`src/rtcu_pkg.sv`:
```
package rtcu_pkg;
    // instruction word layout
    localparam int RTCU_IW_W = 12;
    localparam int RTCU_ADDR_W = 5;
    localparam int RTCU_DATA_W = 8;
    localparam int RTCU_DEST_BIT = 5;
    localparam int RTCU_OP_HI = 11;
    localparam int RTCU_OP_LO = 6;
    localparam int RTCU_FILE_DEPTH = 32;
    // upper six bits of the two rotate opcodes
    localparam logic [5:0] RTCU_OP_ROT_LEFT = 6'h0D;
    localparam logic [5:0] RTCU_OP_ROT_RIGHT = 6'h0C;
    // flag bit positions
    localparam int RTCU_CARRY_BIT = 0;
    // reset values
    localparam logic [7:0] RTCU_ACC_RST = 8'h00;
    localparam logic [7:0] RTCU_FILE_RST = 8'h00;
    localparam logic [7:0] RTCU_FLAGS_RST = 8'h00;
    // cycles per rotate instruction
    localparam int RTCU_ROT_CYCLES = 1;
endpackage

```
`src/rtcu_shifter.sv`:
```
`timescale 1ns/10ps
module rtcu_shifter
    import rtcu_pkg::*;
#(
    parameter int DATA_W = RTCU_DATA_W
) (
    input wire logic [DATA_W-1:0] operand,
    input wire logic carry_in,
    input wire logic dir_left,
    output logic [DATA_W-1:0] result,
    output logic carry_out
);
    // one position rotate through the carry bit
    always_comb begin
        if (dir_left) begin
            result = {operand[DATA_W-2:0], carry_in};
            carry_out = operand[DATA_W-1];
        end else begin
            result = {carry_in, operand[DATA_W-1:1]};
            carry_out = operand[0];
        end
    end
endmodule

```
`src/rtcu_core.sv`:
```
`timescale 1ns/10ps
// How it works
// - left rotate: carry into bit0, bit7 out
// - right rotate: carry into bit7, bit0 out
// - destination zero writes accumulator only
// - destination one writes back file register
// - low five bits select register 0..31
module rtcu_core
    import rtcu_pkg::*;
#(
    parameter int DATA_W = RTCU_DATA_W,
    parameter int ADDR_W = RTCU_ADDR_W,
    parameter int DEPTH = RTCU_FILE_DEPTH
) (
    // clock and reset
    input wire logic mclk,
    input wire logic reset,
    // instruction side
    input wire logic instr_valid,
    input wire logic [RTCU_IW_W-1:0] instr_word,
    // flag load side
    input wire logic flags_load,
    input wire logic [DATA_W-1:0] flags_wdata,
    // register state seen from outside
    output logic [DATA_W-1:0] acc_value,
    output logic [DATA_W-1:0] flags_value,
    // observation port
    output logic [DATA_W-1:0] file_rdata,
    input wire logic [ADDR_W-1:0] file_raddr,
    // completion pulse
    output logic rot_done
);
    // operation kind decoded from the upper six bits
    typedef enum logic [1:0] {
        RTCU_ROTATE_NONE = 2'b00,
        RTCU_ROTATE_LEFT_VIA_CARRY = 2'b01,
        RTCU_ROTATE_RIGHT_VIA_CARRY = 2'b10
    } rtcu_kind_t;

    // accumulator and its next value
    logic [DATA_W-1:0] acc_r;
    logic [DATA_W-1:0] acc_nxt;

    // flag register and its next value
    logic [DATA_W-1:0] flags_r;
    logic [DATA_W-1:0] flags_nxt;

    // file registers, one write enable and next value per entry
    logic [DATA_W-1:0] file_r [DEPTH];
    logic [DATA_W-1:0] file_nxt [DEPTH];
    logic [DEPTH-1:0] file_we;

    // observation register and completion pulse
    logic [DATA_W-1:0] file_rdata_r;
    logic [DATA_W-1:0] file_rdata_nxt;
    logic rot_done_r;
    logic rot_done_nxt;

    // instruction fields
    logic [5:0] opcode;
    logic [ADDR_W-1:0] src_addr;
    logic dest_file;

    // decoded operation
    rtcu_kind_t op_kind;
    logic is_left;
    logic rot_go;
    logic acc_we;
    logic wb_go;

    // shifter operands and results
    logic [DATA_W-1:0] rot_operand;
    logic rot_carry_in;
    logic [DATA_W-1:0] rot_result;
    logic rot_carry;

    // split the instruction word into its fields
    assign opcode = instr_word[RTCU_OP_HI:RTCU_OP_LO];
    assign src_addr = instr_word[ADDR_W-1:0];
    assign dest_file = instr_word[RTCU_DEST_BIT];

    // only the two rotate opcodes do anything
    always_comb begin
        unique case (opcode)
            RTCU_OP_ROT_LEFT: op_kind = RTCU_ROTATE_LEFT_VIA_CARRY;
            RTCU_OP_ROT_RIGHT: op_kind = RTCU_ROTATE_RIGHT_VIA_CARRY;
            default: op_kind = RTCU_ROTATE_NONE;
        endcase
    end

    // a rotate is taken in the cycle its word is valid
    assign is_left = (op_kind == RTCU_ROTATE_LEFT_VIA_CARRY);
    assign rot_go = instr_valid && (op_kind != RTCU_ROTATE_NONE);

    // destination bit picks accumulator or write back
    assign acc_we = rot_go && !dest_file;
    assign wb_go = rot_go && dest_file;

    // selected register and old carry feed the shifter
    assign rot_operand = file_r[src_addr];
    assign rot_carry_in = flags_r[RTCU_CARRY_BIT];

    // rotate datapath
    rtcu_shifter #(
        .DATA_W(DATA_W)
    ) u_shift (
        .operand(rot_operand),
        .carry_in(rot_carry_in),
        .dir_left(is_left),
        .result(rot_result),
        .carry_out(rot_carry)
    );

    // destination zero: result to accumulator, file untouched
    always_comb begin
        acc_nxt = acc_r;
        if (acc_we) begin
            acc_nxt = rot_result;
        end
    end

    // accumulator register
    always_ff @(posedge mclk) begin
        if (reset) begin
            acc_r <= DATA_W'(RTCU_ACC_RST);
        end else begin
            acc_r <= acc_nxt;
        end
    end

    // destination one: only the addressed entry is written back
    genvar gi;
    generate
        for (gi = 0; gi < DEPTH; gi++) begin : g_file
            assign file_we[gi] = wb_go && (src_addr == ADDR_W'(gi));

            // entry keeps its value unless written back
            always_comb begin
                file_nxt[gi] = file_r[gi];
                if (file_we[gi]) begin
                    file_nxt[gi] = rot_result;
                end
            end

            // entry register
            always_ff @(posedge mclk) begin
                if (reset) begin
                    file_r[gi] <= DATA_W'(RTCU_FILE_RST);
                end else begin
                    file_r[gi] <= file_nxt[gi];
                end
            end
        end
    endgenerate

    // rotate changes carry only and wins over a flag load
    always_comb begin
        flags_nxt = flags_r;
        if (rot_go) begin
            flags_nxt[RTCU_CARRY_BIT] = rot_carry;
        end else if (flags_load) begin
            flags_nxt = flags_wdata;
        end
    end

    // flag register
    always_ff @(posedge mclk) begin
        if (reset) begin
            flags_r <= DATA_W'(RTCU_FLAGS_RST);
        end else begin
            flags_r <= flags_nxt;
        end
    end

    // observation read and completion pulse, both one cycle late
    always_comb begin
        file_rdata_nxt = file_r[file_raddr];
        rot_done_nxt = rot_go;
    end

    // observation register
    always_ff @(posedge mclk) begin
        if (reset) begin
            file_rdata_r <= DATA_W'(RTCU_FILE_RST);
        end else begin
            file_rdata_r <= file_rdata_nxt;
        end
    end

    // completion pulse register
    always_ff @(posedge mclk) begin
        if (reset) begin
            rot_done_r <= 1'b0;
        end else begin
            rot_done_r <= rot_done_nxt;
        end
    end

    // outputs straight from the registers
    assign acc_value = acc_r;
    assign flags_value = flags_r;
    assign file_rdata = file_rdata_r;
    assign rot_done = rot_done_r;
endmodule

```
`config.mk`:
```
export PLATFORM = sky130hd
export DESIGN_NAME = rtcu_core
export DESIGN_NICKNAME = d
export VERILOG_FILES = /design/src/rtcu_pkg.sv /design/src/rtcu_shifter.sv /design/src/rtcu_core.sv
export SDC_FILE = /design/constraint.sdc
export NUM_CORES = 1
export LEC_CHECK = 0
export ABC_AREA = 1
export BUFFER_PORTS_ARGS = -buffer_cell sky130_fd_sc_hd__clkbuf_2
export CAP_MARGIN = 20
export CORE_MARGIN = 3
export CORE_UTILIZATION = 50
export DETAILED_ROUTE_END_ITERATION = 16
export GPL_TIMING_DRIVEN = 0
export PLACE_DENSITY_LB_ADDON = 0.15
export SYNTH_ARGS = -nofsm -noshare
export SYNTH_HDL_FRONTEND = slang
export SYNTH_HIERARCHICAL = 1
export SYNTH_SLANG_ARGS = --single-unit
export TNS_END_PERCENT = 5
```
`constraint.sdc`:
```
create_clock -name mclk -period 2.65 [get_ports mclk]
set_clock_uncertainty 0.1 [all_clocks]
set_input_delay 0.3975 -clock mclk [delete_from_list [all_inputs] [get_ports mclk]]
set_output_delay 0.3975 -clock mclk [all_outputs]
set_load 0.005 [all_outputs]
```
==> metrics.csv <==
stage,metric,value,unit
timing,fin crit share,1.04,
timing,post-route setup slack,-0.0953,ns
synth,Post-Synth XOR/XNOR Area,0,
drt,drc violations,0,
timing,Worst-Margin Slew,1.19,ns
pwr,clock group share of total power,0.378,
cells_and_area,ratio of cells with drive above 1 in the final layout,0.130,
drt,DR vias/cell,6.28,
floorplan,Vert. Die Dim,180,um
setup_path,Worst Setup EP,file_r[11][7],
pwr,Switching Power,0.00323,W
cells_and_area,Final nets,2022,
setup_path,Setup CP Type,input port to flip-flop,
cts,Root Driver,clkbuf_16,
worst_hold_path,min-delay worst type,input port to flip-flop,
synth,Post-Synth Adder-Cell Area,0,
cells_and_area,design area,17300,um2
global_routing,gr ovfl total,0,
setup_path,Worst Path Required,2.97,ns
timing,relative slew slack,0.209,
synth,mapped cell area,15200,um2
setup_path,number of cells on the worst reg-to-reg path,11,
pwr,Logic pwr share,0.155,
flow_run,Max Cap Viol,0,
pwr,VDD IR-drop max,0.000614,V
setup_path,r2r endpoint,file_r[5][6],
synth,Cells after Synth,1876,
synth,Yosys reg bits,281,
cells_and_area,"leading cell types in the layout, fill and taps excluded","690 x nand2_1, 350 x nor2_1, 256 x edfxtp_1, 197 x nand3_1, 55 x clkbuf_2",
synth,Netlist cell types,25,
cts,cts bufs inserted,31,
drt,drt first pass iters,8,
global_routing,first-pass GRT wire length,96200,um
pwr,Leak,6.94,nW
timing,Setup-failing EPs final,105,
synth,fraction of synthesized area in multiplexers,0,
global_routing,vias in the first global route,13700,
floorplan,Rows,63,
placement,Placer Congestion,1.04,
global_routing,largest net degree at the start of global routing,15,
global_routing,Total GRT Usage,0.411,
synth,Syn Nets,1905,
synth,largest family of logic cells by synthesized area,simple AND/OR/NAND/NOR gates,
floorplan,die area,32400,um2
pwr,Pwr Density,624,nW/um2
placement,IO buf count,48,
placement,Placement Cell Area,16000,um2
setup_path,Critical Path Fanout Max,10,
pwr,Int Power,0.00760,W
cts,Clock Latency Late Sink,0.58,ns
cells_and_area,Area Growth Syn to Fin,14.4,%
setup_path,CP startpoint,instr_word[1],
timing,Tmin final,2.75,ns
setup_path,reg2reg start,file_r[29][5],
placement,setup slack at placement,-1.45,ns
setup_path,Critical Path AT,3.06,ns
pwr,Net Sw Frac,0.298,
drt,drt initial violations,2869,
status,status,finished with violations,
synth,sequential fraction of the synthesis area,0.540,
drt,WL per Instance,28.6,um
cts,CTS max path bufs,3,
drt,Final ANT Viol Nets,0,
cts,Clock transition at path regs,0.06,ns
drt,WL final,68800,um
cts,number of H-tree levels,1,
cells_and_area,"most common cell after layout, fill and taps aside",nand2_1,
floorplan,initial core utilization,0.509,
placement,Post-DP HPWL,48800,um
drt,vias post-DR,15100,
worst_hold_path,worst hold path stage count,4,
synth,complex-gate fraction of the synthesized area,0.0352,
floorplan,Ports,54,
cells_and_area,ANT cells,0,
floorplan,Die Width,180,um
synth,Synth Area in Simple Gates,0.377,
timing,total negative slack,-4.14,ns
synth,Synth Area per Inst,8.08,um2
setup_path,CP Capture Type,flip-flop,
timing,fmax,364,MHz
floorplan,Core Box Area,29800,um2
setup_path,kind of start point of the critical path,input port,
timing,RSZ-0062 raised after global routing,yes,
setup_path,Worst R2R Setup Slack,0.20,ns
timing,"Slew Viols, Final",0,
cts,CTS Sinks,281,
synth,Ys Warns,6,
cts,CTS tree,built,
status,failing checks,negative setup slack,
timing,Final Hold Vio Count,0,
pwr,sequential share of power,0.468,
global_routing,initial antenna violation count,1,
## through the flow
stage	total power, W	utilization	std cells	hold slack (ns)
floorplan	0.00588	-	1876	0.370
global placement	0.00658	0.533	2314	0.397
detailed placement	0.00660	0.536	2328	0.409
CTS	0.0106	0.576	2391	0.0110
global route	0.0110	0.582	2403	0.0549
finish	0.0108	0.582	2403	0.0277
## metal layers
layer	up-vias	share of wire	global-route usage
li1	6454	-	-
met1	7072	0.37	0.574
met2	1316	0.41	0.586
met3	255	0.16	0.128
met4	2	0.060	0.199
met5	-	0.00028	0
## critical path, cell delays in order
cell and delay, ns:
clkbuf_2 0.14, buf_6 0.21, inv_2 0.06, nor2_4 0.20
clkbuf_4 0.24, buf_6 0.21, nand2_1 0.07, nand2_1 0.06
o21ai_0 0.12, nand3_1 0.16, nor2_1 0.09, nor2_1 0.21
nand2_1 0.09, nand2_1 0.11, clkinvlp_4 0.24, buf_2 0.27
nor2_1 0.14
## power by group through the flow
stage | Sequential, W | Combinational (W) | Clock (W)
detailed placement | 0.00515 | 0.00144 | 0
global route | 0.00508 | 0.00170 | 0.00424
floorplan | 0.00513 | 0.000755 | 0
global placement | 0.00515 | 0.00143 | 0
CTS | 0.00506 | 0.00151 | 0.00406
finish | 0.00507 | 0.00167 | 0.00409
## state kept, by name, indices dropped and copies added (netlist names)
signal and flops:
file_r 256, acc_value 8, file_rdata 8, rot_done 1, flags_value 8
## worst min-delay path by stage
stage	to	slack, ns	startpoint
floorplan	rot_done	0.37	reset
global placement	flags_value[5]	0.40	flags_value[5]
detailed placement	flags_value[3]	0.41	flags_value[3]
CTS	flags_value[0]	0.01	flags_load
global route	rot_done	0.05	instr_valid
finish	flags_value[0]	0.03	flags_load
## area by class of cell
| cell class | instances | area [um2] |
|---|---|---|
| Multi-Input combinational cell | 1428 | 6270 |
| Clock inverter | 18 | 126 |
| Inverter | 46 | 183 |
| Buffer | 121 | 747 |
| Sequential cell | 281 | 8190 |
| Clock buffer | 35 | 791 |
| Timing Repair Buffer | 84 | 554 |
| Fill cell | 2743 | 12500 |
| Tap cell | 390 | 488 |
## cell usage after synthesis
cell type | instances | share of area
nand2_1 | 692 | 0.17
nor2_1 | 352 | 0.087
edfxtp_1 | 256 | 0.51
nand3_1 | 197 | 0.065
clkbuf_1 | 66 | 0.016
o21ai_0 | 64 | 0.021
nand4_1 | 48 | 0.020
buf_2 | 33 | 0.011
inv_1 | 33 | 0.0082
dfxtp_1 | 25 | 0.033
a21oi_1 | 23 | 0.0076
nand3_4 | 20 | 0.023
a22oi_1 | 12 | 0.0059
buf_1 | 12 | 0.0030
inv_2 | 10 | 0.0025
nor2_2 | 10 | 0.0041
buf_4 | 7 | 0.0035
buf_6 | 3 | 0.0022
clkinv_1 | 3 | 0.00074
nand3_2 | 3 | 0.0020
nor2_4 | 3 | 0.0022
a311oi_1 | 1 | 0.00058
nand2_2 | 1 | 0.00041
nand4_2 | 1 | 0.00083
nor2_8 | 1 | 0.0013
## cell families after synthesis
| group | count (synthesis) |
|---|---|
| and+or+nand+nor | 1328 |
| AOI/OAI and AO/OA | 100 |
| DFF | 281 |
| buffers and inverters | 167 |
## timing repair
action | CTS | global route
setup endpoints to repair | 258 | 218
hold buffers | 10 | 0
pin swaps | 0 | 1
setup buffers | 0 | 10
endpoints found under the hold margin | 9 | 0
resized for setup | 90 | 43
cloned | 0 | 1
No activity file was read; power rests on OpenSTA's default activity.
